### config.mk
export PLATFORM = sky130hd
export DESIGN_NAME = osc_ctrl
export DESIGN_NICKNAME = d
export VERILOG_FILES = /design/src/common/osc_ctrl_pkg.sv /design/src/common/osc_gate_if.sv /design/src/rtl/osc_gate.sv /design/src/rtl/main_clk_switch.sv /design/src/rtl/osc_ctrl.sv
export SDC_FILE = /design/constraint.sdc
export NUM_CORES = 1
export LEC_CHECK = 0
export BUFFER_PORTS_ARGS = -buffer_cell sky130_fd_sc_hd__buf_2
export CAP_MARGIN = 20
export CORE_UTILIZATION = 35
export DETAILED_ROUTE_END_ITERATION = 6
export GPL_TIMING_DRIVEN = 1
export PLACE_DENSITY = 0.68
export SLEW_MARGIN = 10
export SYNTH_ARGS = -nofsm -noshare
export SYNTH_HDL_FRONTEND = slang
export SYNTH_SLANG_ARGS = --single-unit
### constraint.sdc
create_clock -name clk_i -period 2 [get_ports clk_i]
set_input_delay 0.4 -clock clk_i [delete_from_list [all_inputs] [get_ports clk_i]]
set_output_delay 0.4 -clock clk_i [all_outputs]
set_load 0.05 [all_outputs]
### src/common/osc_ctrl_pkg.sv
// constants, register map and types of the internal oscillator control block
// assumes an 8-bit register port and one 200 MHz system clock
package osc_ctrl_pkg;
  // ****************************************************************
  // register map
  // ****************************************************************
  localparam int          ADDR_W         = 8;
  localparam int          DATA_W         = 8;
  localparam logic [7:0]  MAIN_SEL_ADDR  = 8'h00;
  localparam logic [7:0]  STATUS_ADDR    = 8'h01;
  localparam logic [7:0]  PROTECT_ADDR   = 8'h04;
  localparam logic [7:0]  FAST_CTRL_ADDR = 8'h10;
  localparam logic [7:0]  FAST_FREQ_ADDR = 8'h11;
  localparam logic [7:0]  FAST_TEMP_ADDR = 8'h12;
  localparam logic [7:0]  SLOW_CTRL_ADDR = 8'h18;
  // ****************************************************************
  // fields and reset values
  // ****************************************************************
  localparam int          RUN_STANDBY_BIT = 1;
  localparam int          LOCK_BIT        = 7;
  localparam int          MAIN_SEL_BIT    = 0;
  localparam int          FREQ_TRIM_W     = 7;
  localparam int          TEMP_TRIM_W     = 4;
  localparam int          CHOICE_W        = 2;
  localparam logic [7:0]  CTRL_RESET      = 8'h00;
  localparam logic [7:0]  READ_ZERO       = 8'h00;
  localparam logic [1:0]  CHOICE_20M      = 2'h2;
  localparam int          STAT_SWITCH_BIT = 0;
  localparam int          STAT_FAST_GATE  = 1;
  localparam int          STAT_SLOW_GATE  = 2;
  localparam int          STAT_FAST_ON    = 3;
  localparam int          STAT_SLOW_ON    = 4;
  localparam int          STAT_PROT_OPEN  = 5;
  localparam logic        SRC_FAST        = 1'b0;
  localparam logic        SRC_SLOW        = 1'b1;
  // ****************************************************************
  // timing
  // ****************************************************************
  localparam logic [7:0]  PROTECT_KEY     = 8'hd8;  // arbitrary unlock key
  localparam logic [2:0]  PROTECT_WINDOW  = 3'h4;   // clk cycles the unlock stays open
  localparam logic [2:0]  GATE_OPEN_TICKS = 3'h4;   // oscillator cycles to open gate
  localparam logic [2:0]  ONE_TICK        = 3'h1;
  localparam logic [2:0]  NO_TICKS        = 3'h0;
  typedef enum logic [3:0] {
    GATE_IDLE  = 4'b0001,
    GATE_START = 4'b0010,
    GATE_COUNT = 4'b0100,
    GATE_OPEN  = 4'b1000
  } gate_state_t;
endpackage

### src/common/osc_gate_if.sv
// signals between the control core and one oscillator gate
// assumes both ends run on the same system clock
`timescale 1ns/1ps
`default_nettype none
interface osc_gate_if;
  logic run_in_standby;  // keep oscillator running
  logic request;         // any consumer wants the clock
  logic tick;            // one oscillator cycle seen
  logic analog_ready;    // analog start-up finished
  logic osc_enable;      // oscillator powered
  logic gate_open;       // clock passed to consumers
  modport ctrl (output run_in_standby, request, tick, analog_ready,
                input osc_enable, gate_open);
  modport gate (input run_in_standby, request, tick, analog_ready,
                output osc_enable, gate_open);
endinterface
`default_nettype wire

### src/rtl/osc_gate.sv
// request-driven power and clock gate for one internal oscillator
// assumes tick is a one-cycle pulse per oscillator period
`timescale 1ns/1ps
`default_nettype none
module osc_gate (
  input  wire logic clk_i,         // system clock
  input  wire logic rst_i,         // synchronous reset, high
  osc_gate_if.gate  g              // oscillator side
);
  import osc_ctrl_pkg::*;

  gate_state_t state;
  logic [2:0]  ticks;

  // standby bit keeps the oscillator powered with no consumer
  assign g.osc_enable = g.run_in_standby | g.request;  // [RULE3]
  assign g.gate_open  = (state == GATE_OPEN);          // [RULE4]

  // a dropped request closes the gate at once, whatever the state
  always_ff @(posedge clk_i) begin
    if (rst_i) begin
      state <= GATE_IDLE;
    end else if (!g.request) begin
      state <= GATE_IDLE;                               // [RULE4]
    end else begin
      unique case (state)
        GATE_IDLE: begin
          // already running: skip the analog start-up wait
          state <= g.analog_ready ? GATE_COUNT : GATE_START;  // [RULE6]
        end
        GATE_START: begin
          if (g.analog_ready) state <= GATE_COUNT;
        end
        GATE_COUNT: begin
          if (g.tick && ticks == GATE_OPEN_TICKS - ONE_TICK) state <= GATE_OPEN;  // [RULE5]
        end
        GATE_OPEN: begin
          state <= GATE_OPEN;
        end
      endcase
    end
  end

  // oscillator cycles counted only while waiting to open
  always_ff @(posedge clk_i) begin
    if (rst_i || state != GATE_COUNT) begin
      ticks <= NO_TICKS;
    end else if (g.tick) begin
      ticks <= ticks + ONE_TICK;                        // [RULE5]
    end
  end
endmodule // osc_gate
`default_nettype wire

### src/rtl/main_clk_switch.sv
// main clock source switch with pending status
// assumes ready inputs are the gate-open flags of both oscillators
`timescale 1ns/1ps
`default_nettype none
module main_clk_switch (
  input  wire logic clk_i,         // system clock
  input  wire logic rst_i,         // synchronous reset, high
  input  wire logic target_i,      // wanted source
  input  wire logic fast_ready_i,  // fast clock stable at gate
  input  wire logic slow_ready_i,  // slow clock stable at gate
  output logic      current_o,     // source in use
  output logic      busy_o,        // switch pending
  output logic      fast_req_o,    // main clock needs fast osc
  output logic      slow_req_o     // main clock needs slow osc
);
  import osc_ctrl_pkg::*;

  logic target_ready;

  // old source stays requested until the new one has taken over
  assign target_ready = (target_i == SRC_SLOW) ? slow_ready_i : fast_ready_i;
  assign busy_o       = (current_o != target_i);              // [RULE1] [RULE2]
  assign fast_req_o   = (current_o == SRC_FAST) || (target_i == SRC_FAST);
  assign slow_req_o   = (current_o == SRC_SLOW) || (target_i == SRC_SLOW);

  // change only once the new source is stable
  always_ff @(posedge clk_i) begin
    if (rst_i) begin
      current_o <= SRC_FAST;
    end else if (busy_o && target_ready) begin
      current_o <= target_i;                                  // [RULE1]
    end
  end
endmodule // main_clk_switch
`default_nettype wire

### src/rtl/osc_ctrl.sv
// control of the fast and slow internal oscillators and calibration of the fast one
// assumes fuse values are valid while reset is high and that all
// inputs, oscillator ticks included, are synchronous to clk_i
//
// The implementer's own choice: the plain strobed port.
`timescale 1ns/1ps
`default_nettype none
// Function
// (RULE1) switch status high while source change pending
// (RULE2) switch status low when no change pending
// (RULE3) run-in-standby keeps oscillator running always
// (RULE4) output gated off unless a peripheral requests
// (RULE5) gate opens four oscillator cycles after request
// (RULE6) run-in-standby skips analog start-up delay
// (RULE7) protected registers ignore unprotected writes
// (RULE8) seven-bit freq trim fine-tunes fast oscillator
// (RULE9) freq trim loaded from factory by fuse
// (RULE10) lock bit freezes both calibration registers
// (RULE11) lock bit loaded from fuse at reset
// (RULE12) four-bit temp trim sets compensation slope
// (RULE13) temp trim loaded from factory by fuse
// (RULE14) unused calibration bits read zero
module osc_ctrl (
  input  wire logic                                   clk_i,                      // 200 MHz clock
  input  wire logic                                   rst_i,                      // sync reset, high
  input  wire logic [osc_ctrl_pkg::ADDR_W-1:0]        addr_i,                     // register address
  input  wire logic [osc_ctrl_pkg::DATA_W-1:0]        wdata_i,                    // write data
  input  wire logic                                   wr_i,                       // write strobe
  input  wire logic                                   rd_i,                       // read strobe
  output logic      [osc_ctrl_pkg::DATA_W-1:0]        rdata_o,                    // read data, next cycle
  input  wire logic [osc_ctrl_pkg::CHOICE_W-1:0]      base_frequency_choice_i,    // fuse frequency select
  input  wire logic                                   trim_freeze_fuse_i,         // fuse lock bit
  input  wire logic [osc_ctrl_pkg::FREQ_TRIM_W-1:0]   factory_freq_trim_16_i,     // 16 MHz freq trim
  input  wire logic [osc_ctrl_pkg::FREQ_TRIM_W-1:0]   factory_freq_trim_20_i,     // 20 MHz freq trim
  input  wire logic [osc_ctrl_pkg::TEMP_TRIM_W-1:0]   factory_temp_trim_16_i,     // 16 MHz temp trim
  input  wire logic [osc_ctrl_pkg::TEMP_TRIM_W-1:0]   factory_temp_trim_20_i,     // 20 MHz temp trim
  input  wire logic                                   fast_req_i,                 // peripherals want fast osc
  input  wire logic                                   slow_req_i,                 // peripherals want slow osc
  input  wire logic                                   fast_tick_i,                // fast osc cycle pulse
  input  wire logic                                   slow_tick_i,                // slow osc cycle pulse
  input  wire logic                                   fast_osc_ready_i,           // fast analog start done
  input  wire logic                                   slow_osc_ready_i,           // slow analog start done
  output logic                                        fast_osc_enable_o,          // fast osc powered
  output logic                                        slow_osc_enable_o,          // slow osc powered
  output logic                                        fast_clk_gate_o,            // fast clock to peripherals
  output logic                                        slow_clk_gate_o,            // slow clock to peripherals
  output logic      [osc_ctrl_pkg::FREQ_TRIM_W-1:0]   freq_trim_o,                // to fast osc analog
  output logic      [osc_ctrl_pkg::TEMP_TRIM_W-1:0]   temp_slope_trim_o,          // to fast osc analog
  output logic                                        main_src_o,                 // 0 fast, 1 slow
  output logic                                        main_switch_busy_o          // source change pending
);
  import osc_ctrl_pkg::*;

  // ****************************************************************
  // declarations
  // ****************************************************************
  osc_gate_if fast_if ();
  osc_gate_if slow_if ();

  logic                   fast_run_in_standby;
  logic                   slow_run_in_standby;
  logic                   main_target;
  logic [FREQ_TRIM_W-1:0] freq_trim;
  logic [TEMP_TRIM_W-1:0] temp_slope_trim;
  logic                   trim_locked;
  logic [2:0]             protect_left;
  logic                   protect_open;
  logic                   key_write;
  logic                   prot_write;
  logic                   calib_write;
  logic                   main_fast_req;
  logic                   main_slow_req;
  logic                   main_current;
  logic                   switch_busy;
  logic [DATA_W-1:0]      next_rdata;
  logic [DATA_W-1:0]      status_word;
  logic                   fast_gate_seen;
  logic                   slow_gate_seen;

  // ****************************************************************
  // write protection
  // ****************************************************************

  // a key write opens a short window; one protected write spends it
  assign protect_open = (protect_left != NO_TICKS);
  assign key_write    = wr_i && (addr_i == PROTECT_ADDR) && (wdata_i == PROTECT_KEY);
  assign prot_write   = wr_i && protect_open && (addr_i != PROTECT_ADDR);   // [RULE7]
  // calibration needs both the window and an unlocked fuse
  assign calib_write  = prot_write && !trim_locked;                         // [RULE10]

  // window counter: key reloads, protected write or timeout closes
  always_ff @(posedge clk_i) begin
    if (rst_i) begin
      protect_left <= NO_TICKS;
    end else if (key_write) begin
      protect_left <= PROTECT_WINDOW;                                       // [RULE7]
    end else if (prot_write) begin
      protect_left <= NO_TICKS;
    end else if (protect_open) begin
      protect_left <= protect_left - ONE_TICK;
    end
  end

  // ****************************************************************
  // oscillator control registers
  // ****************************************************************

  // only the run-in-standby bit is stored; the rest read zero
  always_ff @(posedge clk_i) begin
    if (rst_i) begin
      fast_run_in_standby <= CTRL_RESET[RUN_STANDBY_BIT];
    end else if (prot_write && addr_i == FAST_CTRL_ADDR) begin
      fast_run_in_standby <= wdata_i[RUN_STANDBY_BIT];                      // [RULE7]
    end
  end

  // slow oscillator keeps its own copy of the same bit
  always_ff @(posedge clk_i) begin
    if (rst_i) begin
      slow_run_in_standby <= CTRL_RESET[RUN_STANDBY_BIT];
    end else if (prot_write && addr_i == SLOW_CTRL_ADDR) begin
      slow_run_in_standby <= wdata_i[RUN_STANDBY_BIT];                      // [RULE7]
    end
  end

  // main source choice; protected like the oscillator controls
  always_ff @(posedge clk_i) begin
    if (rst_i) begin
      main_target <= SRC_FAST;
    end else if (prot_write && addr_i == MAIN_SEL_ADDR) begin
      main_target <= wdata_i[MAIN_SEL_BIT];
    end
  end

  // ****************************************************************
  // calibration registers
  // ****************************************************************

  // factory values picked by the fuse frequency choice at reset;
  // reset is synchronous so the fuse ports may feed the flops here
  always_ff @(posedge clk_i) begin
    if (rst_i) begin
      if (base_frequency_choice_i == CHOICE_20M) begin
        freq_trim <= factory_freq_trim_20_i;                                // [RULE9]
      end else begin
        freq_trim <= factory_freq_trim_16_i;                                // [RULE9]
      end
    end else if (calib_write && addr_i == FAST_FREQ_ADDR) begin
      freq_trim <= wdata_i[FREQ_TRIM_W-1:0];                                // [RULE8] [RULE10]
    end
  end

  // temperature slope trim follows the same fuse choice
  always_ff @(posedge clk_i) begin
    if (rst_i) begin
      if (base_frequency_choice_i == CHOICE_20M) begin
        temp_slope_trim <= factory_temp_trim_20_i;                          // [RULE13]
      end else begin
        temp_slope_trim <= factory_temp_trim_16_i;                          // [RULE13]
      end
    end else if (calib_write && addr_i == FAST_TEMP_ADDR) begin
      temp_slope_trim <= wdata_i[TEMP_TRIM_W-1:0];                          // [RULE12] [RULE10]
    end
  end

  // lock is read-only: software has no path to change it
  always_ff @(posedge clk_i) begin
    if (rst_i) begin
      trim_locked <= trim_freeze_fuse_i;                                    // [RULE11]
    end
  end

  // trims go straight to the analog oscillator from flops
  assign freq_trim_o       = freq_trim;                                     // [RULE8]
  assign temp_slope_trim_o = temp_slope_trim;                               // [RULE12]

  // ****************************************************************
  // oscillator gates
  // ****************************************************************

  // the main clock is a consumer too, so its needs join the requests
  assign fast_if.run_in_standby = fast_run_in_standby;                      // [RULE3]
  assign fast_if.request        = fast_req_i | main_fast_req;               // [RULE4]
  assign fast_if.tick           = fast_tick_i;
  assign fast_if.analog_ready   = fast_osc_ready_i;                         // [RULE6]
  assign slow_if.run_in_standby = slow_run_in_standby;                      // [RULE3]
  assign slow_if.request        = slow_req_i | main_slow_req;               // [RULE4]
  assign slow_if.tick           = slow_tick_i;
  assign slow_if.analog_ready   = slow_osc_ready_i;                         // [RULE6]

  // fast oscillator gate
  osc_gate u_fast_gate (
    .clk_i (clk_i),
    .rst_i (rst_i),
    .g     (fast_if.gate)
  );

  // slow oscillator gate
  osc_gate u_slow_gate (
    .clk_i (clk_i),
    .rst_i (rst_i),
    .g     (slow_if.gate)
  );

  // gate flags, shared by the status word and the switch
  assign fast_gate_seen    = fast_if.gate_open;
  assign slow_gate_seen    = slow_if.gate_open;
  assign fast_osc_enable_o = fast_if.osc_enable;                            // [RULE3]
  assign slow_osc_enable_o = slow_if.osc_enable;                            // [RULE3]
  // peripherals only see the clock once the gate has opened
  assign fast_clk_gate_o   = fast_gate_seen && fast_req_i;                  // [RULE4]
  assign slow_clk_gate_o   = slow_gate_seen && slow_req_i;                  // [RULE4]

  // ****************************************************************
  // main clock switch
  // ****************************************************************

  // the old source stays in use until the new gate reports open
  main_clk_switch u_switch (
    .clk_i        (clk_i),
    .rst_i        (rst_i),
    .target_i     (main_target),
    .fast_ready_i (fast_gate_seen),
    .slow_ready_i (slow_gate_seen),
    .current_o    (main_current),
    .busy_o       (switch_busy),
    .fast_req_o   (main_fast_req),
    .slow_req_o   (main_slow_req)
  );

  assign main_src_o         = main_current;
  assign main_switch_busy_o = switch_busy;                                  // [RULE1] [RULE2]

  // ****************************************************************
  // read path
  // ****************************************************************

  // live status: switch pending, gates, power and unlock window
  always_comb begin
    status_word                  = READ_ZERO;
    status_word[STAT_SWITCH_BIT] = switch_busy;                             // [RULE1] [RULE2]
    status_word[STAT_FAST_GATE]  = fast_gate_seen;
    status_word[STAT_SLOW_GATE]  = slow_gate_seen;
    status_word[STAT_FAST_ON]    = fast_if.osc_enable;
    status_word[STAT_SLOW_ON]    = slow_if.osc_enable;
    status_word[STAT_PROT_OPEN]  = protect_open;
  end

  // read mux; unmapped and reserved bits give zero
  always_comb begin
    next_rdata = READ_ZERO;
    if (rd_i) begin
      unique case (addr_i)
        MAIN_SEL_ADDR:  next_rdata[MAIN_SEL_BIT]    = main_target;
        STATUS_ADDR:    next_rdata                  = status_word;
        FAST_CTRL_ADDR: next_rdata[RUN_STANDBY_BIT] = fast_run_in_standby;
        SLOW_CTRL_ADDR: next_rdata[RUN_STANDBY_BIT] = slow_run_in_standby;
        FAST_FREQ_ADDR: next_rdata[FREQ_TRIM_W-1:0] = freq_trim;            // [RULE14]
        FAST_TEMP_ADDR: begin
          next_rdata[TEMP_TRIM_W-1:0] = temp_slope_trim;                    // [RULE14]
          next_rdata[LOCK_BIT]        = trim_locked;
        end
        default:        next_rdata                  = READ_ZERO;
      endcase
    end
  end

  // data stand one cycle after the strobe, zero otherwise
  always_ff @(posedge clk_i) begin
    if (rst_i) begin
      rdata_o <= READ_ZERO;
    end else begin
      rdata_o <= next_rdata;
    end
  end

endmodule // osc_ctrl
`default_nettype wire

# After elaboration in Yosys (flattened, before gate mapping)
# Cells that the tools add are included.
# word_totals
register_bits,41
in_bits,51
out_inout_bits,25
wordCells,108
# classes
add_sub_neg,3
eq_ne,26
mux,22
bitwise,10
n_reduce_logical,32
# op_table
cell,n
8-bit by 5-bit equality test with 1-bit output (second input constant),4
4-bit case mux with 4 select lines,2
4-bit 2-to-1 mux,7
7-bit 2-to-1 mux,3
1-bit logical AND,15
3-bit 2-to-1 mux,5
4-bit by 1-bit equality test with 1-bit output (second input constant),2
4-bit by 2-bit equality test with 1-bit output (second input constant),2
4-bit by 3-bit equality test with 1-bit output (second input constant),2
4-bit equality test (second input constant),2
8-bit by 1-bit equality test with 1-bit output (second input constant),1
8-bit by 3-bit equality test with 1-bit output (second input constant),1
8-bit equality test (second input constant),1
8-bit zero test,1
4-bit by 3-bit != test with 1-bit output (second input constant),2
8-bit by 3-bit != test with 1-bit output (second input constant),1
3-bit by 1-bit adder with 3-bit output (second input constant),2
3-bit by 2-bit equality test with 1-bit output (second input constant),2
1-bit inverter,6
2-bit case mux with 3 select lines,1
3-bit case mux with 2 select lines,1
3-bit nonzero test,2
2-bit OR reduction,3
3-bit OR reduction,2
other kinds (13),23

# Depth between registers and ports, before layout
# Gate-level depths: netlist (run 1).
# depth
word_depth,7
mapped_depth,7
ltp_nobuf,6

# Modules after synthesis
# Synthesis (run 1) repeated with hierarchy kept, for this count alone.
# hier_totals
cells_unflattened,238
area_unflattened_um2,2232.1
# modules_own_cells
mod,n_inst,cells_per_inst,area_each_um2,seq_area_each_um2
osc_ctrl,1,166,1507.7,640.6
osc_gate,2,31,321.6,140.1
main_clk_switch,1,10,81.3,20.0

# Worst setup path before layout (run 1)
# OpenSTA, ideal clock, no wires.
# synth_timing
kind,register to output
start,register u_slow_gate.state[0]
end,output port slow_clk_gate_o
arrival_time_ns,1.796
required_ns,1.600
path_slack_ns,-0.196
path_stages_with_launch,4
n_path_buf,1
path_cell_list,dfxtp_1 > or2_2 > clkbuf_1 > nor3_1
# synth_via
elab_chain_cells,2
# synth_rtl
item,line_no,rtl
"start, declared",osc_gate.sv:12,gate_state_t state;
"start signal, assigned",osc_gate.sv:29,state <= g.analog_ready ? GATE_COUNT : GATE_START;
4-bit equality test,osc_gate.sv:17,assign g.gate_open = (state == GATE_OPEN);
1-bit logical AND,osc_ctrl.sv:212,assign slow_clk_gate_o = slow_gate_seen && slow_req_i;
"end, declared",osc_ctrl.sv:46,"output logic slow_clk_gate_o,"
# Every way passes these cells.

# Worst setup path in the final report (run 1)
# layout_timing
start,register u_fast_gate.state[0]
end,output port fast_clk_gate_o
# layout_via
elab_chain_cells,2
# layout_rtl
item,line_no,rtl
"start, declared",osc_gate.sv:12,
"start signal, assigned",osc_gate.sv:29,
4-bit equality test,osc_gate.sv:17,
1-bit logical AND,osc_ctrl.sv:211,assign fast_clk_gate_o = fast_gate_seen && fast_req_i;
"end, declared",osc_ctrl.sv:45,"output logic fast_clk_gate_o,"
# Every way passes these cells.

==> results.yml, run 1 <==
detailed_routing:
  post-route-drc-count: 0
  route.met2.wl_um: 2350
  num_vias: 1962
  postRouteWirelength_um: 5210
  max_layer_used: "met4"
  drt.antenna.violating_nets: 0
  drt-vias-per-instance: 5.02
  drtIter0Drc: 132
  met3RoutedLength_um: 424
  drt-wirelength-per-cell_um: 13.3
  drt-met1-wl_um: 2330
  drt_first_pass_iters: 4
sta:
  clock-skew-final_ns: 0.00436
  final_report_max_slew_violation_count: 0
  final-setup-viol-count: 0
  slew-limit-headroom_pct: 61.4
  min_period_ns: 1.83
  final.period_utilization_pct: 91.4
  tightestPinTransition_ns: 0.580
  setup_repair_after_global_routing_missed_its_margin: "false"
  finalSetupTns_ns: 0
  fmax_mhz: 547
  hold_viol_final: 0
placed_design:
  place_congestion: 0.879
  dp_cells: 383
  buffer_ports.inserted: 75
  post-dp-hpwl_um: 4170
yosys:
  yosysMostFrequentCell: "nor2_1"
  number_of_synthesized_flops_with_an_enable_pin: 12
  share_of_synthesized_cell_area_in_full_adder_half_adder_and_majority_cells_pct: 4.66
  synth-seq-cells: 41
  synth_top_family_by_area: "simple AND/OR/NAND/NOR gates"
  synth_area_leader_cell: "dfxtp_1"
  yosys.area_share.simple_pct: 27.6
  yosys-top-cells-count: "nor2_1, dfxtp_1, nand2_1"
  post_synth_inst_count: 234
  share_of_yosys_cell_area_claimed_by_the_top_area_cell_type_pct: 27.0
  syn-cell-area_um2: 2150
  synthesis.area_per_instance_um2: 9.19
  fraction_of_synthesized_cell_area_in_xor_and_xnor_cells_pct: 1.63
  synth_fp_nets: 293
  yosys_warnings: 0
  complex_gate_fraction_of_the_synthesized_area_pct: 16.1
  synthFlopType: "dfxtp_1"
  postSynth.asyncResetShare_pct: 0
  synthMuxAreaShare_pct: 2.39
  sequential_share_of_the_synthesized_area_pct: 43.8
  synth_top_cells_by_area: "dfxtp_1, edfxtp_1, nor2_1"
  count_of_unique_library_cells_instantiated_by_yosys: 50
power:
  power-per-cell-area_nw_per_um2: 769
  p_leak_nw: 1.21
  vdd.ir_drop.worst_uv: 296
setup_path:
  crit_required_ns: 1.60
  setup.worst_path.start_class: "register"
  crit_arrival_ns: 1.43
  cp_max_fo: 3
  crit_type: "reg2out"
  crit_path_end_kind: "primary output"
floorplan:
  placeableCoreArea_um2: 5920
  die_w_um: 80.4
  row_count: 28
  fp.dieArea_um2: 6460
  io_pins: 76
  die_h_um: 80.4
  initial_core_util_pct: 36.3
grt:
  grt.overflow.total: 0
  groute.usage.overall_pct: 17.5
  global_route_wire_length_before_repair_um: 8490
  grt_max_degree: 34
  via_count_of_the_first_global_routing_pass: 1854
  antenna_found_initial: 0
clocking:
  worst_skew_pair.late_latency_ns: 0.29
  numClockSinks: 41
  numCtsBuffers: 5
  cts_tree: "done"
  cts_root_buf: "clkbuf_8"
  post_cts_resize_count: 0
  cts_post_setup_buffers_inserted: 0
  path_clk_slew_ns: 0.08
  count_of_hold_buffers_inserted_by_post_cts_repair: 0
  htree_num_levels: 2
  cts.path.max_buffers: 2
final_layout:
  antennaDiodeCount: 0
  fin_nets: 374
  layoutNonFillerInstCount: 391
  layout-area-overhead-vs-synth_pct: 27.9
  proportion_of_layout_cells_with_a_drive_suffix_above_1_pct: 33.5
run_status:
  status: "finished clean"
flow_run:
  max-cap-violations: 0
worst_hold_path:
  worstHoldPathType: "in2reg"
==> routing by layer <==
metal	global-route usage, %	vias up
li1	-	1000
met1	22.4	877
met2	27.5	75
met3	3.86	10
met4	8.93	0
met5	0	-
==> worst paths after layout <==
check / slack [ns] / cells past startpoint / to / startpoint
setup / recovery: 0.17 / 3 / fast_clk_gate_o / u_fast_gate.state[0]
hold / removal: 0.28 / 1 / trim_locked / trim_freeze_fuse_i
setup reg to reg: 0.41 / 6 / freq_trim_o[1] / protect_left[1]
hold reg to reg: 0.48 / 1 / u_fast_gate.state[3] / u_fast_gate.state[1]
==> placed cells by master, fill, tap and decap left out, types with 7 or more instances in the layout <==
master and count:
buf_2 75, ha_1 8, dfxtp_1 29, nor2_1 31
edfxtp_1 12, a31oi_1 13, nand2_1 28, inv_1 8
clkbuf_8 7, buf_4 10, a21oi_1 8
==> worst max-delay path, cell delays in order, from the launching register on <==
cell	delay, ns
dfxtp_1	0.33
nor4b_1	0.38
and2_1	0.17
buf_2	0.25
==> flip-flops by register name, summed over array words and instances (netlist names) <==
signal	count
u_slow_gate.ticks	3
u_fast_gate.state	4
u_slow_gate.state	4
trim_locked	1
freq_trim_o	7
u_fast_gate.ticks	3
temp_slope_trim_o	4
fast_if.run_in_standby	1
slow_if.run_in_standby	1
protect_left	3
rdata_o	8
main_target	1
u_switch.current_o	1
==> final cells by class <==
type | count | area, um2
fill | 593 | 3170
multi-input combinational | 174 | 1130
sequential | 41 | 941
timing repair buffer | 85 | 450
clock buffer | 7 | 96.3
tap | 75 | 93.8
inverter | 8 | 30.0
clock inverter | 1 | 5.00
==> per-stage QoR <==
step           hold WS (ns)  total power [mW]  utilization, %  cell area [um2]  setup WS (ns)
4_1_cts               0.277              2.14            46.4             2750          0.135
3_3_place_gp          0.459              1.52            44.7             2650         0.0699
2_1_floorplan         0.439              1.35               -             2150          0.138
5_1_grt               0.278              2.24            46.4             2750        0.00964
3_5_place_dp          0.473              1.54            44.7             2650         0.0565
6_report              0.284              2.11            46.4             2750          0.171
==> cells by family after synthesis <==
logic type	after synthesis
buffers and inverters	19
muxes	5
adders and majority gates	8
AOI/OAI and AO/OA	50
DFF	41
and+or+nand+nor	107
xor gates and xnor gates	4
==> report_power, final <==
part / switching [mW] / internal (mW)
Combinational: 0.339 / 0.233
Clock: 0.276 / 0.312
Sequential: 0.0344 / 0.920
Total: 0.649 / 1.46
(Power assumes the default switching activity.)
==> run 2, diff against run 1 <==
Settings changed: CORE_UTILIZATION 35 to 50, PLACE_DENSITY 0.68 to 0.88.
==> run 2 against run 1 <==
Combinational power shrank 1%. Setup slack gained 0.024 ns. Power shrank 1.9%. Critical path depth is the same. Worst hold slack is essentially flat. Final cell count shrank 6.4%. Sequential share of layout area grew 0.54 points. Critical path type unchanged. Critical endpoint unchanged. Largest power group unchanged.
==> results.yml, run 2 (synthesis gave the netlist of run 1 again) <==
clocking:
  count_of_hold_buffers_inserted_by_post_cts_repair: 0
  cts.path.max_buffers: 2
  path_clk_slew_ns: 0.08
  numCtsBuffers: 5
  cts_post_setup_buffers_inserted: 0
  cts_root_buf: "clkbuf_8"
  htree_num_levels: 2
  worst_skew_pair.late_latency_ns: 0.30
  cts_tree: "done"
  numClockSinks: 41
  post_cts_resize_count: 0
detailed_routing:
  drt_first_pass_iters: 4
  drt-vias-per-instance: 5.47
  num_vias: 2003
  post-route-drc-count: 0
  drt-wirelength-per-cell_um: 14.0
  drtIter0Drc: 103
  drt.antenna.violating_nets: 0
  postRouteWirelength_um: 5110
setup_path:
  crit_required_ns: 1.60
  critical_path_buf_inv_count: 1
  slowest_delay_ns: 0.36
  setup.worst_path.start_class: "register"
  slowest_cell_on_the_critical_path: "nor4b_1"
  ff2ff_setup_slack_ns: 0.42
  crit_type: "reg2out"
  cp_cell_sequence: "nor4b_1 -> and2_1 -> buf_2"
  crit_path_end_kind: "primary output"
  cp_max_fo: 3
  crit_arrival_ns: 1.40
  crit_family: "simple AND/OR/NAND/NOR gates"
power:
  vdd.ir_drop.worst_uv: 406
  power-per-cell-area_nw_per_um2: 766
  p_leak_nw: 1.20
sta:
  fmax_mhz: 554
  slew-limit-headroom_pct: 61.5
  final-setup-viol-count: 0
  final.period_utilization_pct: 90.2
  clock-skew-final_ns: 0.00632
  tightestPinTransition_ns: 0.578
  final_report_max_slew_violation_count: 0
  finalSetupTns_ns: 0
  min_period_ns: 1.80
  hold_viol_final: 0
  setup_repair_after_global_routing_missed_its_margin: "false"
final_layout:
  mostFrequentLayoutCell: "buf_2"
  antennaDiodeCount: 0
  layout-area-overhead-vs-synth_pct: 25.9
  fin_nets: 374
  largest_reg_flops: 8
  most_frequent_cells_in_the_layout: "buf_2, nor2_1, dfxtp_1"
  largest-register: "rdata_o"
  postLayoutCoreUtil_pct: 66.7
  proportion_of_layout_cells_with_a_drive_suffix_above_1_pct: 32.9
floorplan:
  placeableCoreArea_um2: 4060
  fp.dieArea_um2: 4570
  initial_core_util_pct: 53.0
  row_count: 23
  die_w_um: 67.6
  io_pins: 76
  die_h_um: 67.6
grt:
  grt.overflow.total: 0
  global_route_wire_length_before_repair_um: 8000
  global_route.usage.met1_pct: 29.6
  groute.usage.overall_pct: 24.2
  grt_max_usage_layer: "met2"
  gr-usage-met3_pct: 6.25
  grt_max_degree: 34
  grt_util_met2_pct: 40.5
  antenna_found_initial: 0
  via_count_of_the_first_global_routing_pass: 1782
worst_hold_path:
  worstHoldPathType: "in2reg"
flow_run:
  max-cap-violations: 0
run_status:
  status: "finished clean"
placed_design:
  post-dp-hpwl_um: 4060
  place_congestion: 0.853
  buffer_ports.inserted: 75
-- run 2: cell count changes in the layout (fill, tap and decap cells not counted) --
cell	change
clkbuf_1	+2
clkbuf_8	-1
clkinv_2	-1
-- run 2: layout make-up --
type / instances / area (um2)
fill: 332 / 1350
multi-input combinational: 174 / 1130
sequential: 41 / 941
timing repair buffer: 85 / 450
clock buffer: 8 / 90.1
tap: 50 / 62.6
inverter: 8 / 30.0
-- run 2: path summary, 6_finish.rpt --
kind | start | endpoint | cells after the start
max | u_fast_gate.state[0] | fast_clk_gate_o | 3
min | trim_freeze_fuse_i | trim_locked | 1
max reg2reg | protect_left[1] | freq_trim_o[6] | 6
min reg2reg | u_slow_gate.ticks[2] | u_slow_gate.ticks[2] | 2
-- run 2: report_power, final --
group	leakage (nW)	switching (mW)	total [mW]	internal (mW)
Sequential	0.353	0.0332	0.953	0.920
Combinational	0.800	0.332	0.565	0.233
Clock	0.0455	0.274	0.555	0.281
-- run 2: per-stage QoR --
stage | total power [mW] | hold WS (ns) | area, um2 | setup WS (ns) | cells
floorplan | 1.35 | 0.439 | 2150 | 0.138 | 234
global placement | 1.51 | 0.453 | 2620 | 0.0825 | 358
detailed placement | 1.53 | 0.474 | 2620 | 0.0611 | 358
CTS | 2.08 | 0.285 | 2710 | 0.187 | 366
global route | 2.17 | 0.271 | 2710 | 0.118 | 366
finish | 2.07 | 0.284 | 2710 | 0.195 | 366
-- run 2: per-layer routing --
metal  part of all wire, %  wire, um
met1                    43      2200
met2                    48      2460
met3                   7.1       365
met5                     0         0
met4                   1.7        88
